File: config.mk
export PLATFORM = sky130hd
export DESIGN_NAME = ebra_arbiter
export DESIGN_NICKNAME = d
export VERILOG_FILES = /design/src/hw/ebra_pkg.sv /design/src/hw/ebra_sync.sv /design/src/hw/ebra_prio.sv /design/src/hw/ebra_arbiter.sv
export SDC_FILE = /design/constraint.sdc
export NUM_CORES = 1
export LEC_CHECK = 0
export BUFFER_PORTS_ARGS = -buffer_cell sky130_fd_sc_hd__buf_2
export CORE_AREA = 2 2 79 81
export CTS_CLUSTER_DIAMETER = 50
export CTS_CLUSTER_SIZE = 10
export DETAILED_ROUTE_END_ITERATION = 16
export DIE_AREA = 0 0 81 83
export GPL_ROUTABILITY_DRIVEN = 0
export MAX_ROUTING_LAYER = met4
export PLACE_DENSITY = 0.95
export SYNTH_ARGS = -nofsm -noshare
export SYNTH_HDL_FRONTEND = slang
export SYNTH_SLANG_ARGS = --single-unit
File: constraint.sdc
create_clock -name sys_clk -period 3.7 [get_ports sys_clk]
set_input_delay 0.925 -clock sys_clk [delete_from_list [all_inputs] [get_ports sys_clk]]
set_output_delay 0.925 -clock sys_clk [all_outputs]
set_load 0.02 [all_outputs]
File: src/hw/ebra_pkg.sv
package ebra_pkg;

  localparam int ADDR_W = 24;
  localparam int DATA_W = 16;
  localparam int CS_W = 8;
  localparam int MSTP_W = 24;
  localparam logic [MSTP_W-1:0] MSTP_ALL_STOP = 24'hFFFFFF;
  localparam int SYNC_STAGES = 2;
  localparam int MASTER_CNT = 3;
  localparam int IDX_CPU = 0;
  localparam int IDX_DMA = 1;
  localparam int IDX_DTC = 2;

  typedef enum logic [1:0] {
    EBRA_DMA_MODE_SINGLE,
    EBRA_DMA_MODE_BLOCK,
    EBRA_DMA_MODE_BURST
  } ebra_dma_mode_t;

  typedef struct packed {
    logic [ADDR_W-1:0] addr;
    logic [DATA_W-1:0] wdata;
    logic data_oe;
    logic [CS_W-1:0] chip_select_n;
    logic address_strobe_n;
    logic read_strobe_n;
    logic upper_byte_write_strobe_n;
    logic lower_byte_write_strobe_n;
  } ebra_pins_t;

  // per-master request qualifiers
  typedef struct packed {
    logic req;
    logic ext;
    logic split_mid;
    logic unit_done;
  } ebra_mreq_t;

endpackage

File: src/hw/ebra_sync.sv
`timescale 1ns/1ps
module ebra_sync
  import ebra_pkg::*;
(
  // clock and reset
  input wire logic sys_clk,
  input wire logic resetn,
  // level in and out
  input wire logic d,
  output logic q
);
  logic [SYNC_STAGES-1:0] sh_q;

  // first stage feeds only the second
  always_ff @(posedge sys_clk or negedge resetn)
  begin
    if (!resetn)
      sh_q <= {SYNC_STAGES{1'b1}};
    else
      sh_q <= {sh_q[SYNC_STAGES-2:0], d};
  end

  assign q = sh_q[SYNC_STAGES-1];
endmodule // ebra_sync

File: src/hw/ebra_prio.sv
`timescale 1ns/1ps
module ebra_prio
  import ebra_pkg::*;
#(
  parameter bit DMA_OVER_DTC = 1'b1
)
(
  // requests, cpu at index 0
  input wire logic [MASTER_CNT-1:0] req,
  // one-hot winner
  output logic [MASTER_CNT-1:0] win
);
  // fixed order, cpu always last
  assign win = DMA_OVER_DTC ?
    (req[IDX_DMA] ? 3'h2 : req[IDX_DTC] ? 3'h4 : req[IDX_CPU] ? 3'h1 : 3'h0) :
    (req[IDX_DTC] ? 3'h4 : req[IDX_DMA] ? 3'h2 : req[IDX_CPU] ? 3'h1 : 3'h0);
endmodule // ebra_prio

File: src/hw/ebra_arbiter.sv
`timescale 1ns/1ps
// What this block does
// - release only in expansion mode with bus_release_enable_bit set.
// - after sampling request low, drive acknowledge low and float bus pins.
// - released state floats address, data, chip selects and all strobes.
// - internal-only accesses keep running during release.
// - internal external-access is held off until request goes high.
// - request high drives acknowledge high and resumes bus control.
// - external release beats a simultaneous internal external access.
// - release stops in sleep when module_stop_ctrl is all ones.
// - each master has its own request and acknowledge.
// - only highest-priority requester acknowledged; it keeps bus until withdrawn or its yield boundary.
// - internal-bus access and external release run in parallel.
// - cpu lowest; when awake yields only between cycles, never inside split longword.
// - cpu in sleep yields the bus at once.
// - transfer controller yields only at its unit boundaries.
// - dma yields after each single transfer in single modes.
// - dma block mode yields per block, burst mode at transfer end.
// - release waits for end of current external cycle.
// - power-on reset enters reset at once, abandoning any cycle.
// - manual reset keeps state, finishes external cycle, ignores wait.
module ebra_arbiter
  import ebra_pkg::*;
#(
  parameter bit DMA_OVER_DTC = 1'b1
)
(
  // clock and reset
  input wire logic sys_clk,
  input wire logic resetn,
  input wire logic manual_reset,
  // configuration and power state
  input wire logic ext_expansion_mode,
  input wire logic bus_release_enable_bit,
  input wire logic [ebra_pkg::MSTP_W-1:0] module_stop_ctrl,
  input wire logic sleep_mode,
  input wire logic wait_n,
  // internal masters
  input wire ebra_pkg::ebra_mreq_t cpu_req,
  input wire ebra_pkg::ebra_mreq_t dma_req,
  input wire ebra_pkg::ebra_mreq_t dtc_req,
  input wire ebra_pkg::ebra_dma_mode_t dma_mode,
  output logic cpu_ack,
  output logic dma_ack,
  output logic dtc_ack,
  output logic ext_cycle_go,
  // bus controller side
  input wire logic ext_cycle_busy,
  input wire ebra_pkg::ebra_pins_t bus_pins_in,
  // external pins
  input wire logic ext_bus_request_n,
  output logic bus_ack_n,
  output logic bus_released,
  output ebra_pkg::ebra_pins_t pins_out,
  output logic [ebra_pkg::ADDR_W-1:0] addr_oe,
  output logic [ebra_pkg::DATA_W-1:0] data_oe,
  output logic ctrl_oe,
  output logic wait_honoured
);
  import ebra_pkg::*;

  typedef enum logic [1:0] {
    EBRA_OWN,
    EBRA_DRAIN,
    EBRA_RELEASED
  } ebra_state_t;

  ebra_state_t state_q, state_d;
  logic req_sync;
  logic [MASTER_CNT-1:0] req_vec, win, owner_q, owner_d;
  logic [MASTER_CNT-1:0] cur_req;
  logic [MASTER_CNT-1:0] ext_vec;
  logic ext_wanted;
  logic rel_allowed, want_rel, owner_yield, dma_yield, cpu_yield;
  logic ext_blocked;
  logic bus_ack_n_q, released_q, ext_go_q, wait_hon_q;
  logic [ADDR_W-1:0] addr_oe_q;
  logic [DATA_W-1:0] data_oe_q;
  logic ctrl_oe_q;
  ebra_pins_t pins_q;

  ebra_sync u_req_sync (
    .sys_clk(sys_clk),
    .resetn(resetn),
    .d(ext_bus_request_n),
    .q(req_sync)
  );

  // all-ones stop word in sleep kills the release path
  assign rel_allowed = ext_expansion_mode && bus_release_enable_bit
    && !(sleep_mode && module_stop_ctrl == MSTP_ALL_STOP);
  assign want_rel = rel_allowed && !req_sync;

  assign req_vec[IDX_CPU] = cpu_req.req;
  assign req_vec[IDX_DMA] = dma_req.req;
  assign req_vec[IDX_DTC] = dtc_req.req;
  assign cur_req = owner_q & req_vec;
  assign ext_vec[IDX_CPU] = cpu_req.ext;
  assign ext_vec[IDX_DMA] = dma_req.ext;
  assign ext_vec[IDX_DTC] = dtc_req.ext;
  // only the next owner's external access is started
  assign ext_wanted = |(owner_d & ext_vec);

  ebra_prio #(
    .DMA_OVER_DTC(DMA_OVER_DTC)
  ) u_prio (
    .req(req_vec),
    .win(win)
  );

  // cpu yields between cycles, or at once when asleep
  assign cpu_yield = sleep_mode || !cpu_req.split_mid;
  // single and block: yield at unit end; burst: only when request drops
  assign dma_yield = (dma_mode == EBRA_DMA_MODE_BURST) ? 1'b0 : dma_req.unit_done;
  assign owner_yield = (cur_req == '0)
    || (owner_q[IDX_CPU] && cpu_yield)
    || (owner_q[IDX_DMA] && dma_yield)
    || (owner_q[IDX_DTC] && dtc_req.unit_done);

  // keep owner until its boundary; higher master only then
  assign owner_d = owner_yield ? win : owner_q;

  // released or releasing bus blocks external starts
  assign ext_blocked = (state_q != EBRA_OWN) || want_rel;

  always_comb
  begin
    state_d = state_q;
    case (state_q)
      EBRA_OWN:
        if (want_rel)
          state_d = ext_cycle_busy ? EBRA_DRAIN : EBRA_RELEASED;
      EBRA_DRAIN:
        if (!ext_cycle_busy)
          state_d = want_rel ? EBRA_RELEASED : EBRA_OWN;
      EBRA_RELEASED:
        if (!want_rel)
          state_d = EBRA_OWN;
      default:
        state_d = EBRA_OWN;
    endcase
  end

  // power-on reset abandons everything at once
  always_ff @(posedge sys_clk or negedge resetn)
  begin
    if (!resetn)
    begin
      state_q <= EBRA_OWN;
      owner_q <= '0;
    end
    else
    begin
      state_q <= state_d;
      owner_q <= manual_reset ? owner_q : owner_d;
    end
  end

  always_ff @(posedge sys_clk or negedge resetn)
  begin
    if (!resetn)
    begin
      bus_ack_n_q <= 1'b1;
      released_q <= 1'b0;
      ext_go_q <= 1'b0;
      wait_hon_q <= 1'b0;
    end
    else
    begin
      bus_ack_n_q <= (state_d != EBRA_RELEASED);
      released_q <= (state_d == EBRA_RELEASED);
      // internal-bus accesses never wait for the release
      ext_go_q <= ext_wanted && !ext_blocked && !manual_reset && !ext_cycle_busy;
      wait_hon_q <= !manual_reset && !wait_n;
    end
  end

  always_ff @(posedge sys_clk or negedge resetn)
  begin
    if (!resetn)
    begin
      addr_oe_q <= '0;
      data_oe_q <= '0;
      ctrl_oe_q <= 1'b0;
      pins_q <= '0;
    end
    else
    begin
      // chip select may go straight from low to float
      addr_oe_q <= {ADDR_W{state_d != EBRA_RELEASED}};
      data_oe_q <= {DATA_W{state_d != EBRA_RELEASED && bus_pins_in.data_oe}};
      ctrl_oe_q <= (state_d != EBRA_RELEASED);
      pins_q <= bus_pins_in;
    end
  end

  // acknowledges registered; cpu and others never both granted
  logic [MASTER_CNT-1:0] ack_q;
  always_ff @(posedge sys_clk or negedge resetn)
  begin
    if (!resetn)
      ack_q <= '0;
    else
      ack_q <= manual_reset ? ack_q : owner_d;
  end

  assign cpu_ack = ack_q[IDX_CPU];
  assign dma_ack = ack_q[IDX_DMA];
  assign dtc_ack = ack_q[IDX_DTC];
  assign ext_cycle_go = ext_go_q;
  assign bus_ack_n = bus_ack_n_q;
  assign bus_released = released_q;
  assign pins_out = pins_q;
  assign addr_oe = addr_oe_q;
  assign data_oe = data_oe_q;
  assign ctrl_oe = ctrl_oe_q;
  assign wait_honoured = wait_hon_q;
endmodule // ebra_arbiter

; ---- Yosys cells after proc, flatten, opt, wreduce, memory -nomap -nowiden
; Index checks and enable logic that the tools add are counted.
[word_totals]
n_memories = 0
regBits = 67
input_bits = 100
latchBits = 0
mem_bits_rw = 0
rom_bits = 0
out_inout_bits = 101
[op_classes]
muxes = 11
addsub = 0
reduce_logical = 28
n_bitwise = 2
n_div = 0
shift = 0
order_cmp = 0
multipliers = 0
n_eq_ne = 6
[op_table]
columns = op, n
row1 = $eq A24 B24 Y1 const B, 1
row2 = $logic_and A1 B1 Y1, 12
row3 = $mux W2, 5
row4 = $mux W3, 3
row5 = $logic_not A1 Y1, 7
row6 = $and A3 B3 Y3, 2
row7 = $eq A2 B2 Y1 const B, 3
row8 = $pmux W2 S3, 1
row9 = $logic_or A1 B1 Y1, 5
row10 = $logic_not A3 Y1, 1
row11 = $reduce_or A3 Y1, 1
row12 = $eq A2 B1 Y1 const B, 1
row13 = $logic_not A2 Y1, 1
row14 = $mux W1, 2
row15 = $ne A2 B2 Y1 const B, 1
row16 = $reduce_bool A2 Y1, 1

; ---- Longest topological paths before layout
; Gate-level depths: netlist (run 1).
[depth]
word_depth = 12
depth_mapped = 5
depth_no_buf = 5

; ---- Hierarchy
; Synthesis (run 1) repeated with hierarchy kept, for this count alone.
[hier_totals]
cells_unflattened = 156
area_unflattened_um2 = 2277.2
[by_module_without_submodules]
columns = mod, area_each_um2, cells_each, instances
row1 = ebra_arbiter, 2198.4, 151, 1
row2 = ebra_sync, 52.6, 2, 1
row3 = ebra_prio, 26.3, 3, 1

; ---- Least setup slack after synthesis (run 1)
; OpenSTA, ideal clock, no wires.
[synth_timing]
path_kind = input to register
startpoint = input sleep_mode
endpoint = register ext_go_q, in the netlist ext_cycle_go
path_buffers = 0
setup_slack_ns = 1.574
cell_stages = 5
arrival_time_ns = 2.043
required_ns = 3.616
setup_ns = 0.084
cell_sequence = nand2b_1 a22o_1 and3b_4 mux2_4 a41oi_2
[synth_via]
elab_chain_cells = 11
elab_cells_between_ends = 17
classes_between = 1 x mux / 1 x bitwise / 15 x reduce/logical
[synth_rtl]
columns = item, line
row1 = start: declaration, ebra_arbiter.sv:36  ; input wire logic sleep_mode,
row2 = $logic_or A1 B1 Y1, ebra_arbiter.sv:112  ; assign cpu_yield = sleep_mode || !cpu_req.split_mid;
row3 = $logic_and A1 B1 Y1, ebra_arbiter.sv:116  ; || (owner_q[IDX_CPU] && cpu_yield)
row4 = $logic_or A1 B1 Y1, ebra_arbiter.sv:116
row5 = $logic_or A1 B1 Y1, ebra_arbiter.sv:117  ; || (owner_q[IDX_DMA] && dma_yield)
row6 = $logic_or A1 B1 Y1, ebra_arbiter.sv:118  ; || (owner_q[IDX_DTC] && dtc_req.unit_done);
row7 = $mux W3, ebra_arbiter.sv:121  ; assign owner_d = owner_yield ? win : owner_q;
row8 = $and A3 B3 Y3, ebra_arbiter.sv:102  ; assign ext_wanted = |(owner_d & ext_vec);
row9 = $reduce_or A3 Y1, ebra_arbiter.sv:102
row10 = $logic_and A1 B1 Y1 * (3 in series), ebra_arbiter.sv:173  ; ext_go_q <= ext_wanted && !ext_blocked && !manual_reset && !ext_cycle_busy;
row11 = end signal: assignment, ebra_arbiter.sv:173
row12 = end: declaration, ebra_arbiter.sv:76  ; logic bus_ack_n_q, released_q, ext_go_q, wait_hon_q;
; Mark *: on every way between the ends. The rest lies on a longest branch, timed or not.
; A chain may end at the register's enable or synchronous reset.

==> impl_metrics.csv, run 1 <==
group,metric,value,unit
clock_tree,post_cts_buffers,0,
detailed_routing,wire_per_inst,12.6,um
finish,utilization,56.6,%
grt,met1_usage,17.3,%
floorplan,die_width,81,um
clock_tree,cts_tree,"built",
finish,antennaDiodeCount,0,
detailed_routing,drt_wl_total,5.06,mm
timing,drv_slew,0,
grt,grt_pass1_wl,8.00,mm
finish,drive_gt1_share,68.9,%
grt,antenna_found_initial,0,
synthesis,ys_seq_area_share,72.6,%
clock_tree,cts_num_sinks,66,
timing,fin_crit_sh,57.5,%
floorplan,dieArea,6720,sq um
grt,grtUsageMet2,27.8,%
synthesis,synth_common_cells,"dfrtp_1 (63), buf_4 (39), nand2_1 (7)",
setup_path,criticalPathCategory,"reg -> out",
setup_path,arrival,1.20,ns
setup_path,worstPathMaxFanout,25,
setup_path,end_kind,"output pin",
timing,fin_skew,0.00395,ns
detailed_routing,viasPerCell,4.30,
clock_tree,htree_levels,3,
floorplan,io_pins,201,
synthesis,netlist_top_cells_area,"dfrtp_1 (69%), buf_4 (13%), dfstp_2 (3.5%)",
finish,area_growth,44.4,%
setup_path,crit_buf_inv,1,
outcome,status,"finished clean",
synthesis,synth.most_common_cell,"dfrtp_1",
timing,period_needed,2.13,ns
clock_tree,cts_hold_buf,0,
grt,overflow,0,
timing,hold_violations,0,
setup_path,slowest_stage,"dfrtp_1",
clock_tree,cts_resized,0,
pwr,p_leak,1.74,nW
setup_path,crit_family,"flip-flops",
setup_path,cp.required,2.77,ns
clock_tree,clk_latency,0.32,ns
floorplan,core_area,5820,sq um
timing,tightestPinTransition,0.742,ns
placed_design,io_buffers,197,
synthesis,synthFlopType,"dfrtp_1",
synthesis,synth_edf_count,0,
pwr,ir_worst_vdd,0.000342,V
grt,met3_usage,5.11,%
grt,grt.busiest_layer,"met2",
detailed_routing,drtIter0Drc,43,
synthesis,avgSynthCellArea,14.9,sq um
timing,fin_setup_tns,0,ns
detailed_routing,drc,0,
synthesis,syn_inst,153,
detailed_routing,dr.pass1.iters,4,
detailed_routing,ant_nets,0,
setup_path,worstPathCellList,"buf_2",
timing,slew_headroom,50.5,%
floorplan,start_util,39.2,%
clock_tree,cts_root_buffer,"clkbuf_8",
timing,rsz0062_at_grt,"false",
synthesis,yosys.area.top_type_share,69.2,%
synthesis,ys_ff_latch,66,
synthesis,ys_async_sr_fraction,100,%
timing,fmax,470,MHz
grt,grt_start_max_net_pins,37,
grt,grt.total_usage,16.4,%
placed_design,hpwl,4.17,mm
job,timing.max_cap.violations,0,
synthesis,yosys.area.top_type,"dfrtp_1",
floorplan,row_count,28,
synthesis,synth_area,2280,sq um
clock_tree,clk_pin_slew,0.07,ns
setup_path,critPathLaunchType,"register",
hold_path,min_path_type,"reg -> reg",
clock_tree,cts_made_buffers,9,
timing,finalSetupViolCount,0,
floorplan,die-height,83,um
finish,final_nets,423,
pwr,pwr_density_cell,508,nW/um^2
setup_path,max_stage_delay,0.63,ns
grt,grt_pass1_vias,1793,
synthesis,synth_warnings,0,
synthesis,synth.net_count,253,
clock_tree,cts_buffer_depth,2,
finish,design_area,3290,sq um
detailed_routing,routed-via-count,1731,
synthesis,yosysUniqueCellTypes,28,
placed_design,dpl_cell_area,3070,sq um
through the flow:
| stage | instances | hold WS (ns) | setup slack [ns] | power (W) |
|---|---|---|---|---|
| detailed placement | 387 | 0.351 | 1.39 | 0.00104 |
| global placement | 387 | 0.348 | 1.41 | 0.00103 |
| finish | 403 | 0.361 | 1.57 | 0.00167 |
| global route | 403 | 0.365 | 1.39 | 0.00175 |
| floorplan | 153 | 0.345 | 1.57 | 0.000931 |
| CTS | 403 | 0.361 | 1.53 | 0.00169 |
cells in the final DEF, fill, tap and decap left out, types with 2 or more instances in the layout:
| master | count |
|---|---|
| buf_2 | 197 |
| dfrtp_1 | 63 |
| clkbuf_8 | 9 |
| nand2_1 | 7 |
| nand4_1 | 5 |
| nor2_1 | 4 |
| inv_1 | 3 |
| dfstp_2 | 3 |
| nand3_1 | 2 |
| nand2b_1 | 2 |
| and3_1 | 2 |
| nor3b_1 | 2 |
| o31a_2 | 2 |
| o21ai_0 | 2 |
| mux2_4 | 2 |
| or3_1 | 2 |
| bufinv_16 | 2 |
registers in the layout (all words and copies together), names as in the netlist, 2 cells and up:
name / count
ack_q: 3
pins_out: 53
state_q: 2
u_req_sync.sh_q: 2
cell type report:
type                    instances  area (sq um)
well taps                      75          93.8
repair buffers                198           993
flip-flops and latches         66          1660
clock buffers                  10           128
clock inverters                 6          90.1
fillers                       507          2520
multi-input cells              45           320
inverters                       3          11.3
per-layer routing:
metal / routed length (um) / vias up
met1: 1830 / 785
met2: 2610 / 128
met3: 544 / 8
met4: 73 / 0
met5: 0 / -
li1: - / 810
report_power, final:
group          internal (W)  total (W)  switching, W
combinational     0.0000962   0.000239      0.000143
sequential         0.000761   0.000778     0.0000174
clock              0.000382   0.000655      0.000273
final timing paths:
check                                   start  depth (start not counted)  slack (ns)            endpoint
max                                   ctrl_oe                          1        1.57         addr_oe[14]
min                        u_req_sync.sh_q[0]                          0        0.36  u_req_sync.sh_q[1]
max reg2reg                          ack_q[0]                          4        2.08        ext_cycle_go
min reg2reg                u_req_sync.sh_q[0]                          0        0.36  u_req_sync.sh_q[1]
max in group asynchronous              resetn                          2        2.12           bus_ack_n
min in group asynchronous              resetn                          1        0.66        pins_out[15]
cells by family after synthesis:
family,count (synthesis),synth area share (%)
multiplexers,2,1.32
buffers and inverters,42,13.3
AND/OR/NAND/NOR,32,8.40
flip-flops,66,72.6
AO/OA/AOI/OAI,11,4.34
Note: power is estimated with default switching activity, not from simulation.
==> run 2: changes to the inputs <==
--- a/config.mk
+++ b/config.mk
@@ -5,15 +5,16 @@
 export SDC_FILE = /design/constraint.sdc
 export NUM_CORES = 1
 export LEC_CHECK = 0
+export ABC_AREA = 1
 export BUFFER_PORTS_ARGS = -buffer_cell sky130_fd_sc_hd__buf_2
-export CORE_AREA = 2 2 79 81
+export CORE_AREA = 2 2 82 84
 export CTS_CLUSTER_DIAMETER = 50
 export CTS_CLUSTER_SIZE = 10
 export DETAILED_ROUTE_END_ITERATION = 16
-export DIE_AREA = 0 0 81 83
+export DIE_AREA = 0 0 84 86
 export GPL_ROUTABILITY_DRIVEN = 0
 export MAX_ROUTING_LAYER = met4
-export PLACE_DENSITY = 0.95
+export PLACE_DENSITY = 0.9
 export SYNTH_ARGS = -nofsm -noshare
 export SYNTH_HDL_FRONTEND = slang
 export SYNTH_SLANG_ARGS = --single-unit
==> constraint.sdc (replaced) <==
create_clock -name sys_clk -period 2.2 [get_ports sys_clk]
set_input_delay 0.55 -clock sys_clk [delete_from_list [all_inputs] [get_ports sys_clk]]
set_output_delay 0.55 -clock sys_clk [all_outputs]
set_load 0.02 [all_outputs]
==> run 2 against run 1 <==
Against the previous run:
- synthesized cell count up 20%
- non-clock buffer count unchanged
- setup slack worse by 1.2 ns
- clock power up 79%
- final area up 2.4%
- flip-flop and latch count unchanged
- sequential power up 74%
- global-route usage down 0.71 points
- wire length up 6.5%
- cell count up 7.7%
==> impl_metrics.csv, run 2 <==
group,metric,value,unit
outcome,status,"finished clean",
synthesis,avgSynthCellArea,12.7,sq um
synthesis,yosys-mux-area-fraction,0,%
clock_tree,htree_levels,3,
finish,layout_common_cells,"buf_2 (197), dfrtp_1 (63), nand2_1 (26)",
synthesis,syn_inst,183,
setup_path,crit_family,"flip-flops",
floorplan,start_util,37.1,%
clock_tree,clk_latency,0.33,ns
synthesis,synth_compound_area_share,1.45,%
finish,area_growth,44.7,%
detailed_routing,ant_nets,0,
floorplan,dieArea,7220,sq um
detailed_routing,dr.pass1.iters,4,
synthesis,ys_seq_area_share,71.0,%
grt,grt_start_max_net_pins,67,
timing,rsz0062_at_grt,"false",
synthesis,synthSimpleGateAreaFrac,12.7,%
placed_design,place_inst,419,
synthesis,netlist_top_cells_area,"dfrtp_1 (68%), buf_4 (13%), nand2_1 (4.2%)",
synthesis,post_synth_fa_ha_maj_area_fraction,0,%
timing,finalSetupViolCount,0,
setup_path,end_kind,"output pin",
clock_tree,cts_hold_buf,0,
finish,antennaDiodeCount,0,
setup_path,critPathLaunchType,"register",
setup_path,slowest_stage,"dfrtp_1",
floorplan,row_count,29,
job,timing.max_cap.violations,0,
synthesis,yosys.area.top_type,"dfrtp_1",
setup_path,r2r_start,"ack_q[2]",
synthesis,yosysUniqueCellTypes,19,
clock_tree,cts_resized,0,
finish,drive_gt1_share,63.3,%
detailed_routing,wire_per_inst,12.4,um
clock_tree,cts_num_sinks,66,
grt,grt_pass1_wl,8.16,mm
synthesis,synth_common_cells,"dfrtp_1 (63), buf_4 (39), nand2_1 (26)",
pwr,report.power.total,0.00306,W
timing,hold_violations,0,
timing,slew_headroom,66.5,%
detailed_routing,viasPerCell,4.27,
pwr,pwr_density_cell,907,nW/um^2
pwr,pwr-share-seq,44.0,%
timing,tightestPinTransition,0.502,ns
setup_path,worstPathCellList,"buf_2",
hold_path,min_path_type,"in -> async",
detailed_routing,drt_wl_total,5.39,mm
pwr,swShare,26.6,%
grt,grt_pass1_vias,1841,
detailed_routing,drc,0,
timing,fmax,557,MHz
finish,largest_reg_flops,53,
timing,drv_slew,0,
synthesis,synth_xor_area_share,0,%
floorplan,core_area,6280,sq um
setup_path,arrival,1.25,ns
synthesis,yosys.area.top_type_share,67.6,%
pwr,p_int,0.00225,W
synthesis,synth_edf_count,0,
floorplan,io_pins,201,
setup_path,endpoint,"addr_oe[13]",
pwr,p_switching,0.000814,W
detailed_routing,routed-via-count,1852,
synthesis,synth.net_count,283,
pwr,ir_worst_vdd,0.000669,V
clock_tree,cts_root_buffer,"clkbuf_8",
synthesis,synth_top_family_by_area,"buffers and inverters",
setup_path,r2r_cells,7,
setup_path,critPathLaunch,"ctrl_oe",
finish,fin_cells,434,
synthesis,ys_async_sr_fraction,100,%
clock_tree,clk_pin_slew,0.07,ns
grt,overflow,0,
synthesis,synth_warnings,0,
pwr,p_leak,1.87,nW
setup_path,crit_buf_inv,1,
clock_tree,post_cts_buffers,0,
clock_tree,cts_tree,"built",
timing,fin_skew,0.00398,ns
timing,whs,0.220,ns
setup_path,crit_cells,1,
setup_path,max_stage_delay,0.66,ns
grt,antenna_found_initial,0,
setup_path,r2r_end,"ext_cycle_go",
setup_path,criticalPathCategory,"reg -> out",
pwr,combinationalPowerShare,17.8,%
finish,final_nets,453,
synthesis,synth.most_common_cell,"dfrtp_1",
clock_tree,cts_buffer_depth,2,
setup_path,worstPathMaxFanout,25,
setup_path,cp.required,1.65,ns
detailed_routing,drtIter0Drc,81,
floorplan,die-height,86,um
placed_design,hpwl,4.33,mm
synthesis,synthFlopType,"dfrtp_1",
placed_design,io_buffers,197,
floorplan,die_width,84,um
pwr,power_frac_clock,38.3,%
synthesis,synth_area,2330,sq um
clock_tree,cts_made_buffers,9,
synthesis,ys_ff_latch,66,
timing,fin_setup_tns,0,ns
timing,fin_crit_sh,81.6,%
setup_path,reg2reg_setup_slack,0.98,ns
grt,grt.total_usage,15.6,%
finish,layout_commonest_cell,"buf_2",
timing,period_needed,1.80,ns
run 2: worst min-delay path by stage:
stage / startpoint / to / slack [ns] / depth (start not counted)
6_report: resetn / pins_out[30] / 0.22 / 2
4_1_cts: resetn / pins_out[20] / 0.21 / 2
5_1_grt: resetn / pins_out[20] / 0.24 / 2
3_5_place_dp: u_req_sync.sh_q[0] / u_req_sync.sh_q[1] / 0.36 / 0
3_3_place_gp: u_req_sync.sh_q[0] / u_req_sync.sh_q[1] / 0.35 / 0
2_1_floorplan: resetn / ack_q[0] / 0.25 / 0
run 2: worst register-to-register path, stage by stage (launching register included):
cell      delay (ns)
dfrtp_1         0.42
nand2_2         0.12
a21boi_2        0.19
nand4_1         0.13
nand3_1         0.11
nand3_1         0.07
nand2_1         0.06
inv_1           0.03
run 2: per-layer routing:
layer  GRT usage, %  wire [um]  part of all wire (%)  vias to the layer above
met2           26.2       2870                    53                      140
met5              -          0                     0                        -
li1               -          -                     -                      866
met1           16.2       1830                    34                      837
met4           7.77         99                   1.8                        0
met3           6.06        592                    11                        9
run 2: logic make-up (layout without fill, tap and decap cells):
group | Yosys count | after routing
DFF | 66 | 66
and+or+nand+nor | 59 | 59
buffers and inverters | 53 | 227
AOI/OAI and AO/OA | 5 | 5
run 2: layout make-up:
cell class	instances	area, sq um
Fill cell	535	2910
Sequential cell	66	1660
Timing Repair Buffer	198	1010
Multi-Input combinational cell	64	330
Clock buffer	10	128
Clock inverter	5	104
Tap cell	77	96.3
Inverter	14	52.6
run 2: power by group through the flow:
stage / Clock, W / Sequential, W / Combinational [W]
3_5_place_dp: 0 / 0.00137 / 0.000546
3_3_place_gp: 0 / 0.00136 / 0.000528
4_1_cts: 0.00120 / 0.00135 / 0.000547
5_1_grt: 0.00125 / 0.00136 / 0.000589
6_report: 0.00117 / 0.00135 / 0.000543
2_1_floorplan: 0 / 0.00147 / 0.000232
run 2: per-stage QoR:
step	instance area, sq um	utilization [%]	worst slack, ns
final	3370	53.7	0.404
after global routing	3370	53.7	0.289
after CTS	3370	53.7	0.347
after detailed placement	3140	50.0	0.712
after global placement	3140	50.0	0.752
after floorplan	2330	-	0.622
